## src/inc/pcsr_pkg.sv

```systemverilog
`default_nettype none
package pcsr_pkg;

	// Register addresses on the management interface
	localparam logic [4:0] REG_PORT_CONFIGURATION = 5'h10;
	localparam logic [4:0] REG_PORT_STATUS_TWO    = 5'h11;

	// Configuration field positions
	localparam int CFG_FORCE_LINK_PASS   = 14;
	localparam int CFG_TX_DISABLE        = 13;
	localparam int CFG_SCRAMBLER_BYPASS  = 12;
	localparam int CFG_JABBER_DISABLE    = 10;
	localparam int CFG_HEARTBEAT_ENABLE  = 9;
	localparam int CFG_PAIR_LOOPBACK_DIS = 8;
	localparam int CFG_CARRIER_EXTEND    = 7;
	localparam int CFG_PREAMBLE_ENABLE   = 5;
	localparam int CFG_ALT_NEXT_PAGE     = 1;
	localparam logic [15:0] CFG_RESET    = 16'h0080;

	// Second status field positions
	localparam int ST2_SPEED_100   = 14;
	localparam int ST2_TX_ACTIVE   = 13;
	localparam int ST2_RX_ACTIVE   = 12;
	localparam int ST2_COLLISION   = 11;
	localparam int ST2_LINK_UP     = 10;
	localparam int ST2_FULL_DUPLEX = 9;
	localparam int ST2_AUTONEG     = 8;
	localparam int ST2_AN_COMPLETE = 7;
	localparam int ST2_POLARITY    = 5;
	localparam int ST2_PAUSE       = 4;
	localparam int ST2_ERROR       = 3;
	localparam logic [15:0] ST2_RESET = 16'h0000;

	// Management frame layout
	localparam logic [5:0] MGMT_PREAMBLE_BITS = 6'h20;
	localparam logic [4:0] MGMT_HEADER_LAST   = 5'h0D;
	localparam logic [4:0] MGMT_DATA_LAST     = 5'h0F;
	localparam logic [1:0] MGMT_START         = 2'h1;
	localparam logic [1:0] MGMT_OP_READ       = 2'h2;
	localparam logic [1:0] MGMT_OP_WRITE      = 2'h1;

	typedef enum logic [1:0] {
		PCSR_PRE  = 2'h0,
		PCSR_HDR  = 2'h1,
		PCSR_TA   = 2'h3,
		PCSR_DATA = 2'h2
	} pcsr_mgmt_state_e;

	// Live state from the transceiver core
	typedef struct packed {
		logic speed_100;
		logic tx_active;
		logic rx_active;
		logic collision;
		logic line_link_ok;
		logic full_duplex;
		logic autoneg_mode;
		logic an_complete;
		logic polarity_rev;
		logic pause_capable;
		logic error_seen;
	} pcsr_line_s;

	// Register write decoded from a management frame
	typedef struct packed {
		logic        valid;
		logic [4:0]  addr;
		logic [15:0] data;
	} pcsr_mgmt_wr_s;

endpackage
`default_nettype wire

```

## src/rtl/pcsr_mgmt_serial.sv

```systemverilog
`timescale 1ns/1ps
`default_nettype none
module pcsr_mgmt_serial (
	// Clock and reset
	input  wire logic                   i_ref_clk,
	input  wire logic                   i_reset,
	// Management pins
	input  wire logic                   i_mdc,
	input  wire logic                   i_mdio,
	output logic                        o_mdio,
	output logic                        o_mdio_oe,
	input  wire logic [4:0]             i_phy_addr,
	// Register side
	output logic [4:0]                  o_reg_addr,
	input  wire logic [15:0]            i_rd_data,
	output pcsr_pkg::pcsr_mgmt_wr_s     o_wr
);
	pcsr_pkg::pcsr_mgmt_state_e state_reg;
	logic        mdc_prev_reg;
	logic        mdc_rise;
	logic [5:0]  pre_cnt_reg;
	logic [4:0]  bit_cnt_reg;
	logic [13:0] hdr_reg;
	logic [13:0] hdr_next;
	logic [15:0] data_reg;
	logic        is_read_reg;

	assign mdc_rise = i_mdc & ~mdc_prev_reg;
	assign hdr_next = {hdr_reg[12:0], i_mdio};

	always_ff @(posedge i_ref_clk) begin
		if (i_reset) begin
			mdc_prev_reg <= 1'b0;
		end else begin
			mdc_prev_reg <= i_mdc;
		end
	end

	// Bits are taken on the rising management clock edge
	always_ff @(posedge i_ref_clk) begin
		if (i_reset) begin
			state_reg   <= pcsr_pkg::PCSR_PRE;
			pre_cnt_reg <= 6'h00;
			bit_cnt_reg <= 5'h00;
			hdr_reg     <= 14'h0000;
			data_reg    <= 16'h0000;
			is_read_reg <= 1'b0;
			o_reg_addr  <= 5'h00;
			o_mdio      <= 1'b0;
			o_mdio_oe   <= 1'b0;
			o_wr        <= '0;
		end else begin
			o_wr.valid <= 1'b0;
			if (mdc_rise) begin
				case (state_reg)
				pcsr_pkg::PCSR_PRE: begin
					if (i_mdio) begin
						if (pre_cnt_reg != pcsr_pkg::MGMT_PREAMBLE_BITS)
							pre_cnt_reg <= pre_cnt_reg + 6'h01;
					end else if (pre_cnt_reg ==
						pcsr_pkg::MGMT_PREAMBLE_BITS) begin
						hdr_reg     <= 14'h0000;
						bit_cnt_reg <= 5'h01;
						state_reg   <= pcsr_pkg::PCSR_HDR;
					end else begin
						pre_cnt_reg <= 6'h00;
					end
				end
				pcsr_pkg::PCSR_HDR: begin
					hdr_reg     <= hdr_next;
					bit_cnt_reg <= bit_cnt_reg + 5'h01;
					if (bit_cnt_reg == pcsr_pkg::MGMT_HEADER_LAST) begin
						bit_cnt_reg <= 5'h00;
						o_reg_addr  <= hdr_next[4:0];
						is_read_reg <= hdr_next[11:10] ==
							pcsr_pkg::MGMT_OP_READ;
						// Foreign address or bad code: wait for preamble
						if (hdr_next[13:12] == pcsr_pkg::MGMT_START &&
							hdr_next[9:5] == i_phy_addr &&
							(hdr_next[11:10] == pcsr_pkg::MGMT_OP_READ ||
							hdr_next[11:10] == pcsr_pkg::MGMT_OP_WRITE)) begin
							state_reg <= pcsr_pkg::PCSR_TA;
						end else begin
							pre_cnt_reg <= 6'h00;
							state_reg   <= pcsr_pkg::PCSR_PRE;
						end
					end
				end
				pcsr_pkg::PCSR_TA: begin
					bit_cnt_reg <= bit_cnt_reg + 5'h01;
					if (bit_cnt_reg == 5'h00) begin
						// Reading has no side effect on any bit
						data_reg  <= i_rd_data;
						o_mdio_oe <= is_read_reg;
						o_mdio    <= 1'b0;
					end else begin
						bit_cnt_reg <= 5'h00;
						state_reg   <= pcsr_pkg::PCSR_DATA;
						o_mdio      <= data_reg[15];
						if (is_read_reg)
							data_reg <= {data_reg[14:0], 1'b0};
					end
				end
				pcsr_pkg::PCSR_DATA: begin
					bit_cnt_reg <= bit_cnt_reg + 5'h01;
					o_mdio      <= data_reg[15];
					if (is_read_reg)
						data_reg <= {data_reg[14:0], 1'b0};
					else
						data_reg <= {data_reg[14:0], i_mdio};
					if (bit_cnt_reg == pcsr_pkg::MGMT_DATA_LAST) begin
						o_mdio_oe   <= 1'b0;
						o_mdio      <= 1'b0;
						pre_cnt_reg <= 6'h00;
						state_reg   <= pcsr_pkg::PCSR_PRE;
						o_wr.valid  <= ~is_read_reg;
						o_wr.addr   <= o_reg_addr;
						o_wr.data   <= {data_reg[14:0], i_mdio};
					end
				end
				default: begin
					pre_cnt_reg <= 6'h00;
					o_mdio_oe   <= 1'b0;
					state_reg   <= pcsr_pkg::PCSR_PRE;
				end
				endcase
			end
		end
	end
endmodule // pcsr_mgmt_serial
`default_nettype wire

```

## src/rtl/phy_config_status_regs.sv

```systemverilog
`timescale 1ns/1ps
`default_nettype none
module phy_config_status_regs (
	// Clock and reset
	input  wire logic                  i_ref_clk,
	input  wire logic                  i_reset,
	// Management serial interface
	input  wire logic                  i_mdc,
	input  wire logic                  i_mdio,
	output logic                       o_mdio,
	output logic                       o_mdio_oe,
	input  wire logic [4:0]            i_phy_addr,
	// Live state from the transceiver core
	input  wire pcsr_pkg::pcsr_line_s  i_line,
	// Receive path timing
	input  wire logic                  i_carrier,
	input  wire logic                  i_frame_sfd,
	// Negotiation page events
	input  wire logic                  i_page_rx_set,
	input  wire logic                  i_page_rx_read,
	input  wire logic                  i_mr_page_rx,
	input  wire logic                  i_base_page,
	input  wire logic                  i_base_page_read,
	// Core controls
	output logic                       o_link_pass,
	output logic                       o_tx_disable,
	output logic                       o_scrambler_bypass,
	output logic                       o_jabber_enable,
	output logic                       o_heartbeat_enable,
	output logic                       o_pair_loopback_on,
	output logic                       o_alt_next_page_enable,
	// Receive path to the MAC
	output logic                       o_crs,
	output logic                       o_rx_dv,
	output logic                       o_rxd_preamble,
	// Negotiation flags
	output logic                       o_page_received,
	output logic                       o_base_page_latched
);
	logic [15:0]             config_reg;
	logic [15:0]             status_two_reg;
	logic [15:0]             status_two_next;
	logic [15:0]             rd_data;
	logic [4:0]              reg_addr;
	pcsr_pkg::pcsr_mgmt_wr_s mgmt_wr;
	logic                    link_next;
	logic                    is_10mb;
	logic                    rx_dv_next;
	logic                    page_clr;

	// One decode serves both the read mux and the write path
	function automatic logic addr_is(input logic [4:0] a,
		input logic [4:0] r);
		addr_is = (a == r);
	endfunction

	pcsr_mgmt_serial u_mgmt (
		.i_ref_clk  (i_ref_clk),
		.i_reset    (i_reset),
		.i_mdc      (i_mdc),
		.i_mdio     (i_mdio),
		.o_mdio     (o_mdio),
		.o_mdio_oe  (o_mdio_oe),
		.i_phy_addr (i_phy_addr),
		.o_reg_addr (reg_addr),
		.i_rd_data  (rd_data),
		.o_wr       (mgmt_wr)
	);

	assign is_10mb = ~i_line.speed_100;

	// Host keeps reserved bits zero; stored as written
	always_ff @(posedge i_ref_clk) begin
		if (i_reset) begin
			config_reg <= pcsr_pkg::CFG_RESET;
		end else if (mgmt_wr.valid &&
			addr_is(mgmt_wr.addr, pcsr_pkg::REG_PORT_CONFIGURATION)) begin
			config_reg <= mgmt_wr.data;
		end
	end

	// Forced pass overrides the line condition
	assign link_next = i_line.line_link_ok |
		config_reg[pcsr_pkg::CFG_FORCE_LINK_PASS];

	always_comb begin
		status_two_next = pcsr_pkg::ST2_RESET;
		status_two_next[pcsr_pkg::ST2_SPEED_100]   = i_line.speed_100;
		status_two_next[pcsr_pkg::ST2_TX_ACTIVE]   = i_line.tx_active;
		status_two_next[pcsr_pkg::ST2_RX_ACTIVE]   = i_line.rx_active;
		status_two_next[pcsr_pkg::ST2_COLLISION]   = i_line.collision;
		status_two_next[pcsr_pkg::ST2_LINK_UP]     = link_next;
		status_two_next[pcsr_pkg::ST2_FULL_DUPLEX] = i_line.full_duplex;
		status_two_next[pcsr_pkg::ST2_AUTONEG]     = i_line.autoneg_mode;
		status_two_next[pcsr_pkg::ST2_AN_COMPLETE] = i_line.an_complete;
		status_two_next[pcsr_pkg::ST2_POLARITY]    = i_line.polarity_rev;
		status_two_next[pcsr_pkg::ST2_PAUSE]       = i_line.pause_capable;
		status_two_next[pcsr_pkg::ST2_ERROR]       = i_line.error_seen;
	end

	// Live copy; management writes never reach it
	always_ff @(posedge i_ref_clk) begin
		if (i_reset) begin
			status_two_reg <= pcsr_pkg::ST2_RESET;
		end else begin
			status_two_reg <= status_two_next;
		end
	end

	// Unmapped addresses read as zero
	always_comb begin
		rd_data = 16'h0000;
		if (addr_is(reg_addr, pcsr_pkg::REG_PORT_CONFIGURATION))
			rd_data = config_reg;
		else if (addr_is(reg_addr, pcsr_pkg::REG_PORT_STATUS_TWO))
			rd_data = status_two_reg;
	end

	// Core controls, registered so the core sees clean levels
	always_ff @(posedge i_ref_clk) begin
		if (i_reset) begin
			o_link_pass            <= 1'b0;
			o_tx_disable           <= 1'b0;
			o_scrambler_bypass     <= 1'b0;
			o_jabber_enable        <= 1'b1;
			o_heartbeat_enable     <= 1'b0;
			o_pair_loopback_on     <= 1'b0;
			o_alt_next_page_enable <= 1'b0;
		end else begin
			o_link_pass <= link_next;
			o_tx_disable <= config_reg[pcsr_pkg::CFG_TX_DISABLE];
			o_scrambler_bypass <= i_line.speed_100 &
				config_reg[pcsr_pkg::CFG_SCRAMBLER_BYPASS];
			o_jabber_enable <= ~(is_10mb &
				config_reg[pcsr_pkg::CFG_JABBER_DISABLE]);
			o_heartbeat_enable <= is_10mb &
				config_reg[pcsr_pkg::CFG_HEARTBEAT_ENABLE];
			// Loopback exists only in 10 Mb/s half duplex anyway
			o_pair_loopback_on <= is_10mb & ~i_line.full_duplex &
				~config_reg[pcsr_pkg::CFG_PAIR_LOOPBACK_DIS];
			o_alt_next_page_enable <=
				config_reg[pcsr_pkg::CFG_ALT_NEXT_PAGE];
		end
	end

	// With preamble on, RX_DV opens with carrier
	assign rx_dv_next = config_reg[pcsr_pkg::CFG_PREAMBLE_ENABLE] ?
		(i_carrier | i_frame_sfd) : i_frame_sfd;

	always_ff @(posedge i_ref_clk) begin
		if (i_reset) begin
			o_rx_dv        <= 1'b0;
			o_rxd_preamble <= 1'b0;
			o_crs          <= 1'b0;
		end else begin
			o_rx_dv <= rx_dv_next;
			o_rxd_preamble <=
				config_reg[pcsr_pkg::CFG_PREAMBLE_ENABLE];
			// Extension only stretches carrier, never starts it early
			o_crs <= i_carrier | (o_crs & rx_dv_next & is_10mb &
				config_reg[pcsr_pkg::CFG_CARRIER_EXTEND]);
		end
	end

	// Extra clear causes only in alternate mode
	assign page_clr = i_page_rx_read |
		(config_reg[pcsr_pkg::CFG_ALT_NEXT_PAGE] &
		(~i_mr_page_rx | config_reg[pcsr_pkg::CFG_TX_DISABLE]));

	// A new page arriving with a clear still latches
	always_ff @(posedge i_ref_clk) begin
		if (i_reset) begin
			o_page_received <= 1'b0;
		end else if (i_page_rx_set) begin
			o_page_received <= 1'b1;
		end else if (page_clr) begin
			o_page_received <= 1'b0;
		end
	end

	always_ff @(posedge i_ref_clk) begin
		if (i_reset) begin
			o_base_page_latched <= 1'b0;
		end else if (!config_reg[pcsr_pkg::CFG_ALT_NEXT_PAGE]) begin
			o_base_page_latched <= 1'b0;
		end else if (i_base_page) begin
			o_base_page_latched <= 1'b1;
		end else if (i_base_page_read) begin
			o_base_page_latched <= 1'b0;
		end
	end
endmodule // phy_config_status_regs
`default_nettype wire

```

## config.mk

```make
export PLATFORM = sky130hd
export DESIGN_NAME = phy_config_status_regs
export DESIGN_NICKNAME = d
export VERILOG_FILES = /design/src/inc/pcsr_pkg.sv /design/src/rtl/pcsr_mgmt_serial.sv /design/src/rtl/phy_config_status_regs.sv
export SDC_FILE = /design/constraint.sdc
export NUM_CORES = 1
export LEC_CHECK = 0
export BUFFER_PORTS_ARGS = -buffer_cell sky130_fd_sc_hd__buf_2
export CORE_MARGIN = 5
export CORE_UTILIZATION = 55
export DETAILED_ROUTE_END_ITERATION = 7
export PLACE_DENSITY = 0.74
export SKIP_LAST_GASP = 1
export SLEW_MARGIN = 15
export SYNTH_ARGS = -nofsm -noshare
export SYNTH_HDL_FRONTEND = slang
export SYNTH_HIERARCHICAL = 1
export SYNTH_SLANG_ARGS = --single-unit
```

## constraint.sdc

```tcl
create_clock -name i_ref_clk -period 3.19 [get_ports i_ref_clk]
set_input_delay 0.1595 -clock i_ref_clk [delete_from_list [all_inputs] [get_ports i_ref_clk]]
set_output_delay 0.1595 -clock i_ref_clk [all_outputs]
set_load 0.05 [all_outputs]
```

==> results of run 1 <==
==> cells in the final DEF (no fill, tap or decap), types with 3 or more instances in the layout <==
cell type,n
clkbuf_8,9
a22o_1,11
inv_6,3
a22oi_1,12
o41ai_1,3
a21oi_1,31
buf_4,6
or4_1,3
nand3_1,10
nand2b_1,31
a32oi_1,3
inv_1,18
nand2_1,55
and2_1,9
a31oi_1,3
and3_1,5
ha_1,11
mux2i_1,35
xnor2_1,3
nor2_1,53
dfxtp_1,111
buf_2,39
nor2b_1,16
o311ai_0,4
a211oi_2,14
dlygate4sd3_1,13
o21ai_0,5
==> metal layers <==
layer  up-vias  wire length (um)  track usage (%)
met5         -                 0                0
met4         0               176             7.12
met3        13               395             4.72
met2        80              4770             31.4
met1      1676              4100             20.8
li1       1847                 -                -
==> power by group <==
| group | internal, W | switching [W] | total, W |
|---|---|---|---|
| clock network | 0.000296 | 0.000482 | 0.000778 |
| logic | 0.0000438 | 0.0000604 | 0.000104 |
| registers | 0.00140 | 0.00000495 | 0.00140 |
| total | 0.00174 | 0.000548 | 0.00228 |
==> layout make-up <==
cell class / instances / area share, %
Clock buffer: 9 / 2.32
Clock inverter: 7 / 1.03
Inverter: 18 / 1.26
Multi-Input combinational cell: 353 / 44.4
Sequential cell: 111 / 41.5
Tap cell: 108 / 2.53
Timing Repair Buffer: 58 / 6.92
==> worst max-delay path by stage <==
stage / start / endpoint / slack, ps / depth (start not counted)
3_3_place_gp: u_mgmt/mdc_prev_reg$_SDFF_PP0_ / u_mgmt/data_reg[0]$_SDFFE_PP0P_ / 1040 / 6
4_1_cts: i_mdc / u_mgmt/data_reg[0]$_SDFFE_PP0P_ / 820 / 8
6_report: i_mdc / u_mgmt/data_reg[0]$_SDFFE_PP0P_ / 810 / 8
2_1_floorplan: u_mgmt/bit_cnt_reg[0]$_SDFFE_PP0P_ / u_mgmt/pre_cnt_reg[4]$_SDFFE_PP0P_ / 1190 / 8
3_5_place_dp: u_mgmt/bit_cnt_reg[0]$_SDFFE_PP0P_ / u_mgmt/pre_cnt_reg[4]$_SDFFE_PP0P_ / 940 / 8
5_1_grt: i_mdc / u_mgmt/data_reg[7]$_SDFFE_PP0P_ / 570 / 8
==> cells by family after synthesis <==
family | Yosys count
mux | 37
fa+ha+maj | 11
compound gates | 101
xor+xnor | 5
flops | 111
buf+inv | 48
simple gates | 199
==> metrics by stage <==
stage	worst slack [ps]	instances	utilization (%)	total power [W]	cell area (um^2)
2_1_floorplan	1190	512	-	0.00149	4850
3_3_place_gp	1040	635	58.4	0.00152	5040
3_5_place_dp	945	635	58.4	0.00153	5040
4_1_cts	823	664	62.0	0.00231	5350
5_1_grt	567	664	62.0	0.00239	5350
6_report	813	664	62.0	0.00228	5350
==> critical path, cell delays in order <==
cell and delay (ps):
dlygate4sd3_1 520, buf_2 100, nor2b_1 620, o21ai_0 360, a31oi_4 220, buf_4 370, nor2_1 70, a211oi_1 220
==> reports/metrics.yaml, run 1 <==
tightest_slew_ps: 801
min_to: "status_two_reg[8]$_SDFF_PP0_"
drive_gt1_share_pct: 16.0
period_share_pct: 74.5
synth_compound_area_share_pct: 16.7
yosys.area_share.xor_xnor_pct: 0.903
synthTopCellsByCount: "dfxtp_1, nand2_1, nor2_1, mux2i_1"
start_kind: "input pin"
fin_setup_tns_ps: 0
yosysMostFrequentCell: "dfxtp_1"
path_class: "in -> reg"
yosys-mux-area-fraction_pct: 7.69
max-vdd-ir-drop_v: 0.000274
syn_nets: 550
cts_tree: "built"
leakage_nw: 2.01
drv_cap: 0
crit_required_ps: 3470
wire_per_inst_um: 14.2
dr.pass1.iters: 4
synth_cell_types: 54
cts-buffers-inserted: 9
outcome: "completed"
synth_seq_cells: 111
ant_nets: 0
reg2reg_depth: 8
core_um2: 8640
yosys_warnings: 6
antenna_cells: 0
critical_path.max_fanout: 32
drv_slew: 0
yosys.area_share.simple_pct: 20.8
synthFlopType: "dfxtp_1"
cts_sinks: 111
io_buffers: 40
finalNetCount: 589
grtUsageTotal_pct: 18.0
drt-initial-drc-count: 158
wirelength_um: 9440
hp-class: "in -> reg"
die_area_um2: 10800
dieHeight_um: 104
setup_viol: 0
areaGrowthSynthToFinish_pct: 10.3
clk_path_buf_depth: 2
fillerInstances: 773
clock_tree.root_cell: "clkbuf_8"
synth_top_family_by_area: "simple AND/OR/NAND/NOR gates"
first_global_vias: 3639
cts-resized-gates: 0
largest_reg_flops: 22
regToRegEndpoint: "u_mgmt/pre_cnt_reg[4]$_SDFFE_PP0P_"
worstReg2RegStart: "u_mgmt/bit_cnt_reg[0]$_SDFFE_PP0P_"
rows: 34
antenna_found_initial: 0
place_hpwl_um: 6370
layout_min_cycle_time_ps: 2380
fin_skew_ps: 13.3
avgSynthCellArea_um2: 9.47
netlist.area_leader.share_pct: 45.8
reg2reg_slack_ps: 920
clk_pin_slew_worst_paths_ps: 100
critPathArrivalTime_ps: 2650
grt_pass1_wl_um: 16500
seqCellArea_um2: 2220
post_cts_buffers: 0
yosysTopAreaCell: "dfxtp_1"
slew_headroom_pct: 46.6
io_pins: 41
synth_edf_count: 0
hold_violations: 0
synth_area_leaders: "dfxtp_1, mux2i_1, nand2_1, nor2_1, nand2b_1"
clk_latency_ps: 370
drc_errors: 0
multi_input_area_um2: 2380
synth_cells: 512
synthAdderAreaFrac_pct: 2.84
holdCritStartpoint: "i_line[4]"
htreeDepth: 3
timing.fmax_ghz: 0.421
place.gp.congestion: 0.809
rsz0062_at_grt: "false"
grt.overflow.total: 0
postCtsHoldBufs: 13
start_util_pct: 56.1
grt_max_degree: 81
whs_path_depth: 2
whs_ps: 11.6
die_w_um: 104
vias: 3616
viasPerCell: 5.45
powerDensity_nw_per_um2: 427
netlist_area_um2: 4850
crit_path_end_kind: "register"
async_flop_share_pct: 0
ys_seq_area_share_pct: 45.8
No activity file was read; power rests on OpenSTA's default activity.
==> run 2, diff against run 1 <==
--- a/config.mk
+++ b/config.mk
@@ -7,9 +7,9 @@
 export LEC_CHECK = 0
 export BUFFER_PORTS_ARGS = -buffer_cell sky130_fd_sc_hd__buf_2
 export CORE_MARGIN = 5
-export CORE_UTILIZATION = 55
+export CORE_UTILIZATION = 53
 export DETAILED_ROUTE_END_ITERATION = 7
-export PLACE_DENSITY = 0.74
+export PLACE_DENSITY = 0.75
 export SKIP_LAST_GASP = 1
 export SLEW_MARGIN = 15
 export SYNTH_ARGS = -nofsm -noshare
==> constraint.sdc (replaced) <==
create_clock -name i_ref_clk -period 2 [get_ports i_ref_clk]
set_input_delay 0.1 -clock i_ref_clk [delete_from_list [all_inputs] [get_ports i_ref_clk]]
set_output_delay 0.1 -clock i_ref_clk [all_outputs]
set_load 0.05 [all_outputs]
==> run 2 against run 1 <==
  * Cell count is 6.3% higher
  * Sequential power is 59% higher
  * Worst hold slack better by 17 ps
  * Combinational power is 89% higher
  * The run now ends with negative setup slack left
  * Critical path type is now reg -> reg
  * Cell area is 11% higher
==> reports/metrics.yaml, run 2 (synthesis results as in run 1) <==
hold_violations: 0
place.gp.congestion: 0.823
crit_required_ps: 2310
violations: "negative setup slack"
start_kind: "register"
period_share_pct: 101
antenna_found_initial: 0
cts_tree: "built"
layout_min_cycle_time_ps: 2010
final_util_pct: 65.5
dr.pass1.iters: 5
die_w_um: 106
start_util_pct: 53.5
core_um2: 9060
clk_latency_ps: 370
drive_gt1_share_pct: 25.7
clock_tree.root_cell: "clkbuf_8"
cts-buffers-inserted: 9
layout.cells.non_filler: 706
drv_cap: 0
crit_path_end_kind: "register"
final_common_cell: "dfxtp_1"
finalNetCount: 629
path_class: "reg -> reg"
die_area_um2: 11200
place_hpwl_um: 6980
hp-class: "in -> reg"
viasPerCell: 5.52
htreeDepth: 3
clk_pin_slew_worst_paths_ps: 100
vias: 3900
drc_errors: 0
tightest_slew_ps: 438
dieHeight_um: 106
fillerInstances: 731
fin_setup_tns_ps: -11.9
slew_headroom_pct: 70.8
critical_path.max_fanout: 7
drv_slew: 0
largest_reg_flops: 22
powerDensity_nw_per_um2: 609
clk_path_buf_depth: 2
critPathArrivalTime_ps: 2320
setup_slack_ps: -11.9
ant_nets: 0
place_ws_ps: -106
drt-initial-drc-count: 223
setup_viol: 1
io_pins: 41
outcome: "finished with violations"
grt_max_degree: 48
grt_pass1_wl_um: 17200
grt.overflow.total: 0
max-vdd-ir-drop_v: 0.000298
grtUsageTotal_pct: 18.7
dp.cells: 662
rsz0062_at_grt: "true"
fin_total_pwr_w: 0.00362
io_buffers: 40
wirelength_um: 10600
first_global_vias: 3883
fin_skew_ps: 12.4
areaGrowthSynthToFinish_pct: 22.5
final_cell_mix: "dfxtp_1, nand2_1, nor2_1"
cts_sinks: 111
rows: 35
antenna_cells: 0
timing.fmax_ghz: 0.497
wire_per_inst_um: 15.0
leakage_nw: 2.25
run 2: cell count changes in the layout (fill, tap and decap cells not counted), moves of 4 or more:
cell,delta
ha_1,-4
dlygate4sd3_1,+4
buf_6,+5
buf_12,+4
ha_4,+4
buf_4,+26
dfxtp_1,-4
run 2: critical path, stage by stage (launching register included):
cell       delay [ps]
dfxtp_2           350
buf_6             120
inv_4              60
ha_4              110
or4b_4            540
a2bb2oi_4         190
a21oi_4           280
buf_6             140
a311oi_1           80
nor2_1             90
run 2: metal layers:
layer	GRT usage (%)	part of all wire, %	vias to the layer above
li1	-	-	1932
met1	21.3	42	1887
met2	35.0	53	62
met3	4.04	3.3	19
met4	5.37	1.3	0
met5	0	0	-
run 2: what timing repair did:
action	4_1_cts	5_1_grt
gates resized for setup	10	41
gates cloned	1	0
hold buffers	17	0
hold endpoints to repair	17	0
endpoints found under the setup margin	32	33
pin swaps	3	14
setup buffers	3	9
run 2: final timing paths:
path	slack (ps)	cells past startpoint	start	to
worst max-delay path	-10	9	u_mgmt/bit_cnt_reg[1]$_SDFFE_PP0P_	u_mgmt/bit_cnt_reg[0]$_SDFFE_PP0P_
worst min-delay path	30	4	i_base_page_read	o_base_page_latched$_SDFFE_PP0P_
worst max register to register	-10	9	u_mgmt/bit_cnt_reg[1]$_SDFFE_PP0P_	u_mgmt/bit_cnt_reg[0]$_SDFFE_PP0P_
worst min register to register	420	1	config_reg[10]$_SDFFE_PP0P_	o_jabber_enable$_SDFF_PP1_
run 2: layout make-up:
type | count | area (um^2) | share of cell area, %
well taps | 111 | 139 | 2.34
multi-input cells | 353 | 2570 | 43.2
clock buffers | 11 | 131 | 2.21
clock inverters | 4 | 32.5 | 0.548
repair buffers | 98 | 769 | 13.0
flip-flops and latches | 111 | 2230 | 37.5
inverters | 18 | 70.1 | 1.18
run 2: per-stage QoR:
step           instance area (um^2)  hold slack, ps
5_1_grt                        5940            52.4
2_1_floorplan                  4850             177
3_3_place_gp                   5280             276
3_5_place_dp                   5280             287
6_report                       5940            28.9
4_1_cts                        5690            13.8
run 2: power by group:
part | switching, W | internal, W | total, W
registers | 0.00000886 | 0.00223 | 0.00223
logic | 0.000109 | 0.0000884 | 0.000197
clock network | 0.000732 | 0.000455 | 0.00119
total | 0.000849 | 0.00277 | 0.00362
==> run 3, diff against run 2 <==
--- a/config.mk
+++ b/config.mk
@@ -9,7 +9,7 @@
 export CORE_MARGIN = 5
 export CORE_UTILIZATION = 53
 export DETAILED_ROUTE_END_ITERATION = 7
-export PLACE_DENSITY = 0.75
+export PLACE_DENSITY_LB_ADDON = 0.08
 export SKIP_LAST_GASP = 1
 export SLEW_MARGIN = 15
 export SYNTH_ARGS = -nofsm -noshare
==> run 3 against run 2 <==
  * The flow now finishes without violations
  * Cell area shrank 2.1%
  * Sequential power barely moved
  * Power up 0.58%
  * Via count fell by 2.8%
  * Critical path depth decreased by 1
  * Clock power about the same
  * Clock skew down 2.1 ps
  * Worst hold slack improved by 11 ps
  * Die area stayed put
  * Sequential cell count unchanged
  * Critical endpoint is now u_mgmt/data_reg[1]$_SDFFE_PP0P_
  * Largest cell class unchanged
==> reports/metrics.yaml, run 3 (synthesis results as in run 1) <==
regToRegEndpoint: "u_mgmt/data_reg[1]$_SDFFE_PP0P_"
drt-initial-drc-count: 92
leakage_nw: 2.21
hp-class: "in -> reg"
place_area_um2: 5280
outcome: "completed"
whs_ps: 39.5
hold_violations: 0
io_pins: 41
final_common_cell: "dfxtp_1"
stdcell_area_um2: 5820
rows: 35
reg2reg_depth: 8
drc_errors: 0
reg2reg_slack_ps: 20
die_area_um2: 11200
max-vdd-ir-drop_v: 0.000416
start_util_pct: 53.5
path_class: "reg -> reg"
slowest_stage: "or4b_4"
layout_min_cycle_time_ps: 1980
place.gp.congestion: 0.777
drive_gt1_share_pct: 22.6
start_kind: "register"
largest_reg_flops: 22
setup_viol: 0
wire_per_inst_um: 14.9
htreeDepth: 3
dieHeight_um: 106
io_buffers: 40
fin_skew_ps: 10.3
min_to: "o_base_page_latched$_SDFFE_PP0P_"
whs_path_depth: 4
areaGrowthSynthToFinish_pct: 19.9
cts_sinks: 111
timing.fmax_ghz: 0.505
die_w_um: 106
first_global_vias: 3784
clk_pin_slew_worst_paths_ps: 100
drv_cap: 0
dr.pass1.iters: 4
finalNetCount: 619
grt_pass1_wl_um: 17200
final_cell_mix: "dfxtp_1, nand2_1, nor2_1"
place_hpwl_um: 6960
cts_tree: "built"
core_um2: 9060
critPathArrivalTime_ps: 2220
antenna_cells: 0
viasPerCell: 5.45
wirelength_met1_um: 4550
vias: 3790
cp_num_buf_inv: 4
wirelength_um: 10400
holdCritStartpoint: "i_base_page_read"
slew_headroom_pct: 61.0
grt_max_degree: 57
cp_top_family: "simple AND/OR/NAND/NOR gates"
period_share_pct: 99.1
clock_tree.root_cell: "clkbuf_8"
met2WireLength_um: 5340
tightest_slew_ps: 585
wl_met3_um: 319
antenna_found_initial: 0
grtUsageTotal_pct: 18.8
final_util_pct: 64.2
crit_required_ps: 2240
fillerInstances: 772
path_cells: "buf_6, inv_4, ha_4, or4b_4, a31oi_4, buf_4, clkbuf_16, a211oi_1"
crit_cells: 8
critical_path.max_fanout: 11
route.top_layer_used: "met4"
ant_nets: 0
cts-buffers-inserted: 9
clk_latency_ps: 360
max_stage_delay_ps: 540
drv_slew: 0
fin_total_pwr_w: 0.00364
worstReg2RegStart: "u_mgmt/bit_cnt_reg[1]$_SDFFE_PP0P_"
rsz0062_at_grt: "true"
crit_path_end_kind: "register"
grt.overflow.total: 0
powerDensity_nw_per_um2: 626
clk_path_buf_depth: 2
run 3: worst max path at each step:
stage / endpoint / slack, ps / start
3_5_place_dp: u_mgmt/pre_cnt_reg[4]$_SDFFE_PP0P_ / -120 / u_mgmt/bit_cnt_reg[1]$_SDFFE_PP0P_
5_1_grt: u_mgmt/hdr_reg[11]$_SDFFE_PP0P_ / -80 / u_mgmt/pre_cnt_reg[2]$_SDFFE_PP0P_
2_1_floorplan: u_mgmt/pre_cnt_reg[4]$_SDFFE_PP0P_ / 4 / u_mgmt/bit_cnt_reg[0]$_SDFFE_PP0P_
6_report: u_mgmt/data_reg[1]$_SDFFE_PP0P_ / 20 / u_mgmt/bit_cnt_reg[1]$_SDFFE_PP0P_
4_1_cts: u_mgmt/data_reg[9]$_SDFFE_PP0P_ / -20 / u_mgmt/bit_cnt_reg[1]$_SDFFE_PP0P_
3_3_place_gp: u_mgmt/pre_cnt_reg[3]$_SDFFE_PP0P_ / 3 / u_mgmt/bit_cnt_reg[0]$_SDFFE_PP0P_
run 3: power by group:
part | internal, W | switching, W | leakage [nW] | total (W)
logic | 0.0000868 | 0.000106 | 1.22 | 0.000193
registers | 0.00223 | 0.00000732 | 0.900 | 0.00223
clock network | 0.000456 | 0.000755 | 0.0870 | 0.00121
run 3: worst reg2reg max path, cell delays in order (launching register included):
cell and delay (ps):
dfxtp_2 360, buf_6 130, inv_4 50, ha_4 110, or4b_4 540, a31oi_4 280
buf_4 170, clkbuf_16 160, a211oi_1 70
run 3: area by class of cell:
cell class              instances  area [um^2]  share of cell area [%]
clock buffers                   9          124                    2.13
clock inverters                 6         46.3                   0.796
multi-input cells             353         2490                    42.9
well taps                     111          139                    2.39
flip-flops and latches        111         2230                    38.3
inverters                      18         72.6                    1.25
repair buffers                 88          716                    12.3
run 3: stage by stage:
step,setup TNS [ps],std cells,setup WS (ps)
global placement,0,659,2.63
global route,-1330,696,-75.1
finish,0,696,18.0
detailed placement,-663,659,-119
floorplan,0,512,4.35
CTS,-83.3,692,-22.7
run 3: what timing repair did:
action	4_1_cts	5_1_grt
resized for setup	12	23
pin swaps	2	8
cloned	0	1
hold buffers	18	0
endpoints found under the setup margin	38	38
buffers inserted	0	3
hold endpoints to repair	17	0
run 3: per-layer routing:
layer	vias up	global-route usage, %
met2	60	34.8
li1	1899	-
met1	1821	21.6
met4	0	5.46
met5	-	0
met3	10	4.29
